$ cat src/rtl/phy_reset_defs.svh
`ifndef PHY_RESET_DEFS_SVH
`define PHY_RESET_DEFS_SVH

// Clock rate of the sequencer
`define CLK_PERIOD_NS        8

// Power-on hold, a least time: rounded up
`define POR_HOLD_NS          20000
`define POR_HOLD_CYCLES      ((`POR_HOLD_NS + `CLK_PERIOD_NS - 1) / `CLK_PERIOD_NS)

// MAC pin release after reset removal, a longest time: rounded down
`define RELEASE_MAX_NS       640
`define RELEASE_MAX_CYCLES   (`RELEASE_MAX_NS / `CLK_PERIOD_NS)

// Reference clock edge counts
`define EXIT_REF_EDGES       16
`define SW_RESET_REF_EDGES   2
`define HW_RESET_MIN_EDGES   5

// Control register fields
`define CTRL_SW_RESET_BIT    15
`define CTRL_POWER_DOWN_BIT  11

// Extended control register address field
`define EXT_ADDR_MSB         10
`define EXT_ADDR_LSB         6

// Reset values
`define SW_RESET_RST         1'b0
`define POWER_DOWN_RST       1'b0
`define PHY_ADDR_RST         5'h00
`define LATCH_LOW_RST        1'b1
`define LATCH_HIGH_RST       1'b0
`define LATCH_MAX_RST        4'h0

`endif

$ cat src/rtl/phy_reset_pkg.sv
package phy_reset_pkg;

  typedef enum logic [4:0] {
    ST_POR  = 5'h01,
    ST_HW   = 5'h02,
    ST_SW   = 5'h04,
    ST_EXIT = 5'h08,
    ST_RUN  = 5'h10
  } seq_state_type;

  // Latching status bits and their live sources share one shape
  typedef struct packed {
    logic       latch_low_status_bit;
    logic       latch_high_status_bit;
    logic [3:0] latch_maximum_status_bit;
  } latch_status_type;

endpackage

$ cat src/rtl/phy_reset_powerdown_sequencer.sv
`timescale 1ns/10ps
`include "phy_reset_defs.svh"

module phy_reset_powerdown_sequencer
  import phy_reset_pkg::*;
#(
  parameter int POR_CYCLES     = `POR_HOLD_CYCLES,
  parameter int RELEASE_CYCLES = `RELEASE_MAX_CYCLES,
  parameter int EXIT_EDGES     = `EXIT_REF_EDGES,
  parameter int SW_EDGES       = `SW_RESET_REF_EDGES
)(
  // Clock and power-on reset
  input  wire logic             clk,
  input  wire logic             arst_n,
  input  wire logic             supply_ok,
  // Reference clock, sampled
  input  wire logic             ref_clk_in,
  // Reset pin and address straps
  input  wire logic             hard_reset_pin_low_active,
  input  wire logic [4:0]       addr_strap,
  // Management writes to control bits
  input  wire logic             sw_reset_write,
  input  wire logic             power_down_write,
  input  wire logic             power_down_wdata,
  // Latching status sources and read strobe
  input  wire latch_status_type status_live,
  input  wire logic             status_read,
  // Transmit and receive clock loops
  input  wire logic             tx_clk_valid,
  input  wire logic             rx_clk_valid,
  // Register views
  output logic [15:0]           ctrl_reg,
  output logic [15:0]           ext_ctrl_reg,
  output latch_status_type      status_latched,
  // Pin and module controls
  output logic                  mac_inputs_isolate,
  output logic                  mac_outputs_enable,
  output logic                  line_transmit_enable,
  output logic                  modules_enable,
  output logic                  power_down,
  output logic                  defaults_load,
  output logic                  pll_resync,
  // Progress
  output logic                  mgmt_ready,
  output logic                  mii_ready
);

  localparam int TW = $clog2(POR_CYCLES + 1);
  localparam int RW = $clog2(EXIT_EDGES + 1);
  localparam logic [TW-1:0] POR_LAST = TW'(POR_CYCLES - 1);
  localparam logic [TW-1:0] REL_LAST = TW'(RELEASE_CYCLES - 1);
  localparam logic [RW-1:0] EXIT_LAST = RW'(EXIT_EDGES - 1);
  localparam logic [RW-1:0] SW_LAST = RW'(SW_EDGES - 1);

  // Refuse counts the counters cannot serve
  // Timer width follows the hold, so the release bound must fit in it
  if (POR_CYCLES < 1 || RELEASE_CYCLES < 1 ||
      RELEASE_CYCLES > POR_CYCLES ||
      SW_EDGES < 1 || SW_EDGES > EXIT_EDGES) begin : g_bad_param
    $error("phy_reset_powerdown_sequencer: bad count parameter");
  end

  seq_state_type    st;
  seq_state_type    next_st;
  logic [TW-1:0]    tmr;
  logic [RW-1:0]    ref_cnt;
  logic             ref_q;
  logic             ref_rise;
  logic             sw_bit;
  logic             pd_bit;
  logic             next_pd_bit;
  logic [4:0]       phy_addr;
  logic             from_sw;
  logic             entering;
  logic             in_reset;
  logic             next_hard;
  logic             next_active;
  logic             release_now;

  // Pins are synchronous, so one stage suffices for the edge
  // Reference must run below half of clk or rises are lost
  always_ff @(posedge clk or negedge arst_n) begin
    if (!arst_n) begin
      ref_q <= 1'b0;
    end else begin
      ref_q <= ref_clk_in;
    end
  end

  assign ref_rise = ref_clk_in & ~ref_q;

  assign entering = (next_st != st);
  assign in_reset = (st == ST_POR) || (st == ST_HW) || (st == ST_SW);
  assign next_hard = (next_st == ST_POR) || (next_st == ST_HW);
  assign next_active = (next_st == ST_EXIT) || (next_st == ST_RUN);

  // Release on sixteen reference edges or the 640 ns bound, first wins
  assign release_now = ((ref_cnt == EXIT_LAST) && ref_rise) ||
                       (tmr == REL_LAST);

  always_comb begin
    next_st = st;
    case (st)
      ST_POR: begin
        // Pin not looked at while power-on reset runs
        if (supply_ok && tmr == POR_LAST) begin
          next_st = ST_EXIT;
        end
      end
      ST_HW: begin
        if (hard_reset_pin_low_active) begin
          next_st = ST_EXIT;
        end
      end
      ST_SW: begin
        // Pin low overrides the software hold
        if (!hard_reset_pin_low_active) begin
          next_st = ST_HW;
        end else if (ref_rise && ref_cnt == SW_LAST) begin
          next_st = ST_EXIT;
        end
      end
      ST_EXIT: begin
        if (!hard_reset_pin_low_active) begin
          next_st = ST_HW;
        end else if (release_now) begin
          next_st = ST_RUN;
        end
      end
      ST_RUN: begin
        // Device relies on the pin being held low long enough
        if (!hard_reset_pin_low_active) begin
          next_st = ST_HW;
        end else if (sw_reset_write) begin
          next_st = ST_SW;
        end
      end
      default: begin
        next_st = ST_HW;
      end
    endcase
  end

  always_ff @(posedge clk or negedge arst_n) begin
    if (!arst_n) begin
      st <= ST_POR;
    end else begin
      st <= next_st;
    end
  end

  // Cycle timer for power-on hold and release bound
  always_ff @(posedge clk or negedge arst_n) begin
    if (!arst_n) begin
      tmr <= '0;
    end else if (entering) begin
      tmr <= '0;
    end else if ((st == ST_POR && supply_ok) || st == ST_EXIT) begin
      tmr <= tmr + 1'b1;
    end
  end

  // Reference edge counter for software hold and exit steps
  always_ff @(posedge clk or negedge arst_n) begin
    if (!arst_n) begin
      ref_cnt <= '0;
    end else if (entering) begin
      ref_cnt <= '0;
    end else if ((st == ST_SW || st == ST_EXIT) && ref_rise &&
                 ref_cnt != EXIT_LAST) begin
      ref_cnt <= ref_cnt + 1'b1;
    end
  end

  // Which kind of reset is being left
  always_ff @(posedge clk or negedge arst_n) begin
    if (!arst_n) begin
      from_sw <= 1'b0;
    end else if (entering && next_st == ST_SW) begin
      from_sw <= 1'b1;
    end else if (entering && next_hard) begin
      from_sw <= 1'b0;
    end
  end

  // Software reset bit: only a management write sets it
  always_ff @(posedge clk or negedge arst_n) begin
    if (!arst_n) begin
      sw_bit <= `SW_RESET_RST;
    end else if (st == ST_RUN && sw_reset_write &&
                 hard_reset_pin_low_active) begin
      sw_bit <= 1'b1;
    end else if (next_hard) begin
      sw_bit <= `SW_RESET_RST;
    end else if (entering && next_st == ST_EXIT) begin
      sw_bit <= `SW_RESET_RST;
    end
  end

  // Power-down bit, writable once management is ready
  always_comb begin
    next_pd_bit = pd_bit;
    if (in_reset || next_st == ST_POR || next_st == ST_HW ||
        next_st == ST_SW) begin
      next_pd_bit = `POWER_DOWN_RST;
    end else if (power_down_write && mgmt_ready) begin
      next_pd_bit = power_down_wdata;
    end
  end

  always_ff @(posedge clk or negedge arst_n) begin
    if (!arst_n) begin
      pd_bit <= `POWER_DOWN_RST;
    end else begin
      pd_bit <= next_pd_bit;
    end
  end

  // Address captured only when leaving hardware or power-on reset
  always_ff @(posedge clk or negedge arst_n) begin
    if (!arst_n) begin
      phy_addr <= `PHY_ADDR_RST;
    end else if (entering && next_st == ST_EXIT && !from_sw &&
                 st != ST_SW) begin
      phy_addr <= addr_strap;
    end
  end

  assign ctrl_reg = {sw_bit, 3'h0, pd_bit, 11'h000};
  assign ext_ctrl_reg = {5'h00, phy_addr, 6'h00};

  // Latching status bits; an event in the read cycle is kept
  // Held at defaults all through power-down
  always_ff @(posedge clk or negedge arst_n) begin
    if (!arst_n) begin
      status_latched.latch_low_status_bit     <= `LATCH_LOW_RST;
      status_latched.latch_high_status_bit    <= `LATCH_HIGH_RST;
      status_latched.latch_maximum_status_bit <= `LATCH_MAX_RST;
    end else if (in_reset || !next_active || next_pd_bit) begin
      status_latched.latch_low_status_bit     <= `LATCH_LOW_RST;
      status_latched.latch_high_status_bit    <= `LATCH_HIGH_RST;
      status_latched.latch_maximum_status_bit <= `LATCH_MAX_RST;
    end else begin
      status_latched.latch_low_status_bit <=
        status_live.latch_low_status_bit &
        (status_latched.latch_low_status_bit | status_read);
      status_latched.latch_high_status_bit <=
        status_live.latch_high_status_bit |
        (status_latched.latch_high_status_bit & ~status_read);
      if (status_read ||
          status_live.latch_maximum_status_bit >
          status_latched.latch_maximum_status_bit) begin
        status_latched.latch_maximum_status_bit <=
          status_live.latch_maximum_status_bit;
      end
    end
  end

  // Power-down: hard reset states or the control bit
  always_ff @(posedge clk or negedge arst_n) begin
    if (!arst_n) begin
      power_down <= 1'b1;
    end else begin
      // Software reset deliberately stays out of power-down
      power_down <= next_hard || next_pd_bit;
    end
  end

  // Internal modules and line driver follow exit step order
  always_ff @(posedge clk or negedge arst_n) begin
    if (!arst_n) begin
      modules_enable       <= 1'b0;
      line_transmit_enable <= 1'b0;
    end else begin
      modules_enable       <= next_active && !next_pd_bit;
      line_transmit_enable <= next_active && !next_pd_bit;
    end
  end

  // MAC side released last, outputs off and inputs isolated while in power-down
  // Comes after the line driver so the MAC never sees a dead link
  always_ff @(posedge clk or negedge arst_n) begin
    if (!arst_n) begin
      mac_outputs_enable <= 1'b0;
      mac_inputs_isolate <= 1'b1;
    end else begin
      mac_outputs_enable <= (next_st == ST_RUN) && !next_pd_bit;
      mac_inputs_isolate <= !((next_st == ST_RUN) && !next_pd_bit);
    end
  end

  // One-cycle pulses for default load and loop resync
  always_ff @(posedge clk or negedge arst_n) begin
    if (!arst_n) begin
      defaults_load <= 1'b0;
      pll_resync    <= 1'b0;
    end else begin
      defaults_load <= entering && next_st == ST_EXIT;
      pll_resync    <= (st == ST_EXIT) && (tmr == '0) && !entering;
    end
  end

  // Management usable once the first exit steps are done
  always_ff @(posedge clk or negedge arst_n) begin
    if (!arst_n) begin
      mgmt_ready <= 1'b0;
    end else begin
      mgmt_ready <= next_active && !(entering && next_st == ST_EXIT);
    end
  end

  // Data interface usable only with both clocks valid
  // Management may already run long before this rises
  always_ff @(posedge clk or negedge arst_n) begin
    if (!arst_n) begin
      mii_ready <= 1'b0;
    end else begin
      mii_ready <= (next_st == ST_RUN) && tx_clk_valid && rx_clk_valid &&
                   !next_pd_bit;
    end
  end

endmodule

$ cat config.mk
export PLATFORM = sky130hd
export DESIGN_NAME = phy_reset_powerdown_sequencer
export DESIGN_NICKNAME = d
export VERILOG_FILES = /design/src/rtl/phy_reset_pkg.sv /design/src/rtl/phy_reset_powerdown_sequencer.sv
export VERILOG_INCLUDE_DIRS = /design/src /design/src/rtl
export SDC_FILE = /design/constraint.sdc
export NUM_CORES = 1
export LEC_CHECK = 0
export BUFFER_PORTS_ARGS = -buffer_cell sky130_fd_sc_hd__buf_4
export CAP_MARGIN = 20
export CORE_ASPECT_RATIO = 1.5
export CORE_MARGIN = 3
export CORE_UTILIZATION = 50
export DETAILED_ROUTE_END_ITERATION = 10
export GPL_TIMING_DRIVEN = 0
export HOLD_SLACK_MARGIN = 0.06
export PLACE_DENSITY = 0.76
export SLEW_MARGIN = 20
export SYNTH_ARGS = -nofsm -noshare
export SYNTH_HDL_FRONTEND = slang
export SYNTH_SLANG_ARGS = --single-unit
export TNS_END_PERCENT = 10
$ cat constraint.sdc
create_clock -name clk -period 2.8 [get_ports clk]
set_clock_uncertainty 0.05 [all_clocks]
set_input_delay 0.56 -clock clk [delete_from_list [all_inputs] [get_ports clk]]
set_output_delay 0.56 -clock clk [all_outputs]
set_load 0.1 [all_outputs]
# ---- Yosys cells after proc, flatten, opt, wreduce, memory -nomap -nowiden
# Index checks and enable logic that the tools add are counted.
dict set report word_totals {
  regBits 45
  inputBits 22
  output_inout_bits 47
  word_cells 116
}
dict set report op_classes {
  add_sub_neg 2
  n_lt_le_gt_ge 1
  n_eq_ne 17
  mux 22
  n_bitwise 7
  n_reduce_logical 48
}
# cell count
set op_table {}
lappend op_table {{two-way mux 5 bit} 10}
lappend op_table {{case mux 5 bit (5 select lines)} 1}
lappend op_table {{two-way mux 12 bit} 2}
lappend op_table {{logical AND 1 bit} 22}
lappend op_table {{== test 5 x 1 -> 1 bit, second input constant} 3}
lappend op_table {{== test 5 x 4 -> 1 bit, second input constant} 3}
lappend op_table {{logical OR 1 bit} 14}
lappend op_table {{adder 12 x 1 -> 12 bit, second input constant} 1}
lappend op_table {{== test 12 bit, second input constant} 1}
lappend op_table {{== test 12 x 7 -> 1 bit, second input constant} 1}
lappend op_table {{zero test 12 bit} 1}
lappend op_table {{== test 5 x 2 -> 1 bit, second input constant} 2}
lappend op_table {{== test 5 x 3 -> 1 bit, second input constant} 2}
lappend op_table {{== test 5 bit, second input constant} 2}
lappend op_table {{nonzero test 2 bit} 4}
lappend op_table {{two-way mux 1 bit} 7}
lappend op_table {{zero test 1 bit} 6}
lappend op_table {{two-way mux 6 bit} 1}
lappend op_table {{adder 5 x 1 -> 5 bit, second input constant} 1}
lappend op_table {{!= test 5 x 3 -> 1 bit, second input constant} 1}
lappend op_table {{!= test 5 x 4 -> 1 bit, second input constant} 1}
lappend op_table {{!= test 5 bit} 1}
lappend op_table {{greater-than comparator 4 bit} 1}
lappend op_table {{two-way mux 4 bit} 1}
lappend op_table {{4 further kinds} 8}

# ---- Depth between registers and ports, before layout
dict set report depth {
  depth_word 15
  mapped_depth 8
}

# ---- Worst setup path before layout
# OpenSTA, ideal clock, no wires.
dict set report synth_timing {
  kind {reg2reg}
  startpoint {register status_latched[1] in the netlist's numbering}
  endpoint {register status_latched[0] in the netlist's numbering}
  arrival_ns 2.130
  required_time_ns 2.622
  setup_slack_ns 0.491
  stages_incl_launch_ff 8
  path_cell_list {dfrtp_1 inv_1 ha_1 nor2b_1 o31ai_1 a21oi_1 mux2i_1 nor3_1}
}
dict set report synth_between {
  elab_chain_len 3
}
# item line_no
set synth_rtl {}
lappend synth_rtl {{start: declaration} phy_reset_powerdown_sequencer.sv:34} ;# output latch_status_type status_latched,
lappend synth_rtl {{greater-than comparator 4 bit} phy_reset_powerdown_sequencer.sv:251} ;# status_live.latch_maximum_status_bit >
lappend synth_rtl {{logical OR 1 bit} phy_reset_powerdown_sequencer.sv:250} ;# if (status_read ||
lappend synth_rtl {{nonzero test 2 bit (no source line)} --}
# No other way between the ends.
# A chain may end at the register's enable or synchronous reset.

# ---- Final worst setup path
dict set report layout_timing {
  startpoint {register tmr[4]}
  endpoint {register tmr[7]}
}
dict set report layout_between {
  elab_chain_len 7
}
# item line_no
set layout_rtl {}
lappend layout_rtl {{start: declaration} phy_reset_powerdown_sequencer.sv:65} ;# logic [TW-1:0] tmr;
lappend layout_rtl {{start signal: assignment} phy_reset_powerdown_sequencer.sv:159} ;# tmr <= tmr + 1'b1;
lappend layout_rtl {{== test 12 x 7 -> 1 bit} phy_reset_powerdown_sequencer.sv:99} ;# (tmr == REL_LAST);
lappend layout_rtl {{logical OR 1 bit} phy_reset_powerdown_sequencer.sv:98} ;# assign release_now = ((ref_cnt == EXIT_LAST) && ref_rise) ||
lappend layout_rtl {{two-way mux 5 bit} phy_reset_powerdown_sequencer.sv:126} ;# end else if (release_now) begin
lappend layout_rtl {{two-way mux 5 bit} phy_reset_powerdown_sequencer.sv:124} ;# if (!hard_reset_pin_low_active) begin
lappend layout_rtl {{case mux 5 bit (5 select lines) *} phy_reset_powerdown_sequencer.sv:103} ;# case (st)
lappend layout_rtl {{named net next_st[0]} phy_reset_powerdown_sequencer.sv:64} ;# seq_state_type next_st;
lappend layout_rtl {{!= test 5 bit *} phy_reset_powerdown_sequencer.sv:92} ;# assign entering = (next_st != st);
lappend layout_rtl {{two-way mux 12 bit or nonzero test 2 bit (tied branches)} --}
# The timed path passes the listed nets; every way through them passes the cells marked *. The select of a mux whose other input is x is not followed.

==> results.md <==
Outcome:
- The flow ran to the end, and the final reports show no timing, DRC or antenna violations.

Routing:
- The final route contains 1995 vias.
- The total wire length after detailed routing is 5110 microns.
- Dividing the detail-routed via count by the number of cells gives 4.99.
- The final routed wire length divided by cell count is 12.8 microns.
- After the first detailed-routing iteration, the DRC count stood at 37.
- After detailed routing, the number of remaining DRC violations is 0.
- In this run the remaining antenna-violating nets after routing total 0.
- The iteration count of the initial detailed-routing pass is 4.

Floorplan:
- For this configuration, the core starts out at a cell density of 0.531.
- The floorplan step defined a die boundary enclosing 6150 sq um.
- The number of primary I/O pins is 69.
- The standard-cell row count is 31.
- The die is 94.6 microns tall.
- The die outline width is 65.1 microns.
- The core region is 4930 sq um.

Pwr:
- The net switching component of the power is 811 uW.
- The share of total power dissipated in sequential elements is 0.366.
- Cell internal power was estimated by the tool at 1160 uW.
- Across the VDD grid, the largest voltage drop is 0.386 mV.
- The leakage component of the power is 0.00157 uW.
- The share of total power dissipated in the clock network is 0.253.
- The total power after layout is 1970 uW.
- The power density over the cells is 610 nW/um^2.
- The switching part of the total is 0.412.
- The share of total power dissipated in combinational logic is 0.382.

Placement:
- The placed cell area is 3110 sq um.
- Routability-driven placement finished with a final weighted congestion of 0.866.
- The wire-length estimate of the detail-placed layout is 4020 microns.
- In this run the tool buffered the top-level ports with 43 buffer cells.
- Timing analysis after detailed placement gives a worst setup slack of 0.375 ns.

Critical path:
- The delay of the slowest critical-path stage is 0.55 ns.
- The required time reported for the critical path endpoint is 2.93 ns.
- Walking the worst path, the cells encountered are clkbuf_1, nor4_1, nand4_1, nor2b_1, nor4_4, buf_6, nor2_2.
- The kind of end point of the critical path is a register.
- The peak fanout along the critical path is 10.
- The setup path with the least slack is of type reg2reg.
- The startpoint class of the critical path is a register.
- Measured in cells, the most critical reg-to-reg path has a length of 7.
- The slowest stage of the critical path belongs to the cell nor4_4.
- The register-to-register path setup slack is 0.37 ns.
- The critical path runs through a total of 7 cells.
- Data arrives at the worst endpoint at 2.57 ns.
- The cell class contributing the biggest share of worst-path delay is simple AND/OR/NAND/NOR gates.
- The number of buffers and inverters on the critical path is 2.

Finish:
- The post-layout net count is 364.
- The final design area excluding fillers is 3230 sq um.
- The number of fill cells is 416.
- The area growth from synthesis to layout is 23.4%.
- The share of final-layout standard cells stronger than drive strength 1 is 0.338.
- 0 antenna diodes ended up in the layout.

Global routing:
- The number of antenna violations at the first check in global routing is 0.
- Entering global routing, the biggest net connects 46 pins.
- The first global-routing pass estimated 8780 microns of wire.
- The global router's overall resource usage is 0.183.
- The total global routing overflow is 0.
- The via count of the first global-routing pass was 1961.

Clock tree:
- The clock passes through at most 2 buffers.
- The TritonCTS clock tree is built.
- The CTS clock-pin slew for the worst setup and hold paths is 0.08 ns.
- The number of setup buffers added after CTS is 0.
- The total number of clock tree sinks is 45.
- The post-cts repair resize count is 0.
- The clock root buffer is clkbuf_8.
- The number of buffers created by CTS is 5.
- The H-tree depth reported by CTS is 2.
- The clock reaches the later pin of the worst-skew pair after 0.29 ns.
- Buffers inserted to repair hold after CTS numbered 0.

Logic synthesis:
- Yosys instantiated no cell more often than dfrtp_1.
- By count the netlist is led by 41 x dfrtp_1, 28 x buf_4, 17 x nor2_1.
- A synthesized cell averages 10.1 sq um.
- The synthesized design spends more area on one cell type than any other, namely dfrtp_1.
- The yosys synthesis warning count is 0.
- Summing every instance area after synthesis gives 2620 sq um.
- In the synthesized netlist the dominant register cell turns out to be dfrtp_1.
- The share of flip-flops with an asynchronous set or reset after synthesis is 1.00.
- The number of enable flip-flop cells after synthesis is 0.
- In the post-synthesis netlist, the biggest area contributors are dfrtp_1 39%, buf_4 8.0%, ha_1 4.3%.
- The share of the synthesized area in the top cell type is 0.392.
- The number of distinct library cells after synthesis is 54.
- For this run, the register share of the synthesized area comes to 0.433.
- The post-synthesis sequential element count is 45.
- The instance count of the mapped netlist is 259.

STA:
- Final hold analysis gives a worst-case slack of 0.192 ns.
- The final hold violation count is 0.
- Setup slack on the critical path of the routed design comes to 0.369 ns.
- The highest clock rate is 411 MHz.
- Summed over all failing endpoints, the final setup total negative slack is 0 ns.
- The number of slew-limit violations in the final report is 0.
- The ratio of final minimum period to clock period is 0.868.
- The number of setup violations in the final report is 0.
- For the pin with the worst max-slew slack, the measured transition is 0.584 ns.
- For the finished layout, the period the worst path requires is 2.43 ns.
- Setup repair after global routing left no endpoint under its margin.
- The relative slew slack is 0.608.

Min path:
- The classification of the worst-slack hold path is in2async.

Job:
- The tool flagged a number of max-cap violations equal to 0.
-- registers in the layout, summed over array words and instances (netlist names), 5 cells and up --
signal	flops
ref_cnt	5
st	5
status_latched	6
tmr	12
phy_addr	5
-- through the flow --
stage,instances,utilization
2_1_floorplan,283,-
3_3_place_gp,392,0.631
3_5_place_dp,392,0.631
4_1_cts,400,0.655
5_1_grt,400,0.655
6_report,400,0.655
-- power by group through the flow --
stage	combinational (uW)	clock (uW)	sequential (uW)
finish	751	497	720
global route	784	541	727
CTS	754	514	721
detailed placement	753	0	734
global placement	747	0	731
floorplan	346	0	997
-- final timing paths --
path,start,end
max in group asynchronous,arst_n,mac_inputs_isolate$_DFF_PN1_
worst max-delay path,tmr[4]$_DFFE_PN0P_,tmr[7]$_DFFE_PN0P_
worst max register to register,tmr[4]$_DFFE_PN0P_,tmr[7]$_DFFE_PN0P_
worst min-delay path,arst_n,tmr[5]$_DFFE_PN0P_
min in group clk,ref_clk_in,ref_q$_DFF_PN0_
worst min register to register,from_sw$_DFFE_PN0P_,from_sw$_DFFE_PN0P_
-- cells by family (layout without fill, tap and decap cells) --
logic type	after synthesis	in the layout	synth area share
simple gates	94	94	0.222
buf+inv	52	103	0.121
flops	45	45	0.433
compound gates	33	33	0.0885
xor+xnor	15	15	0.0502
mux	10	10	0.0407
fa+ha+maj	9	9	0.0431
other cells	1	25	0.00143
-- layer usage --
metal,up-vias,GRT usage,wire length [microns]
li1,981,-,-
met1,955,0.190,1840
met2,52,0.354,2890
met3,7,0.0357,285
met4,0,0.0692,91
met5,-,0,0
-- cell usage in the layout (no fill, tap or decap), drive strengths merged, types with 4 or more instances in the layout --
master  instances
buf            74
dfrtp          41
nor2           27
conb           25
inv            16
clkbuf         12
nand2          11
xor2            9
a21oi           9
ha              9
o21ai           7
nor3            7
and3            6
xnor2           6
nand3           5
mux2i           5
mux2            5
nand4           4
nand2b          4
dfstp           4
nor4            4
-- worst register-to-register path: stages, from the launching register on --
cell and delay [ns]:
dfrtp_1 0.37, clkbuf_1 0.18, nor4_1 0.38, nand4_1 0.24
nor2b_1 0.25, nor4_4 0.55, buf_6 0.25, nor2_2 0.06
-- layout make-up --
| cell class | instances | area [sq um] | share of cell area |
|---|---|---|---|
| clock buffers | 7 | 86.3 | 0.0268 |
| repair buffers | 43 | 323 | 0.100 |
| flip-flops and latches | 45 | 1130 | 0.351 |
| clock inverters | 1 | 30.0 | 0.00931 |
| inverters | 16 | 60.1 | 0.0186 |
| plain buffers | 36 | 256 | 0.0795 |
| multi-input cells | 186 | 1260 | 0.390 |
| well taps | 66 | 82.6 | 0.0256 |
No activity file was read; power rests on OpenSTA's default activity.
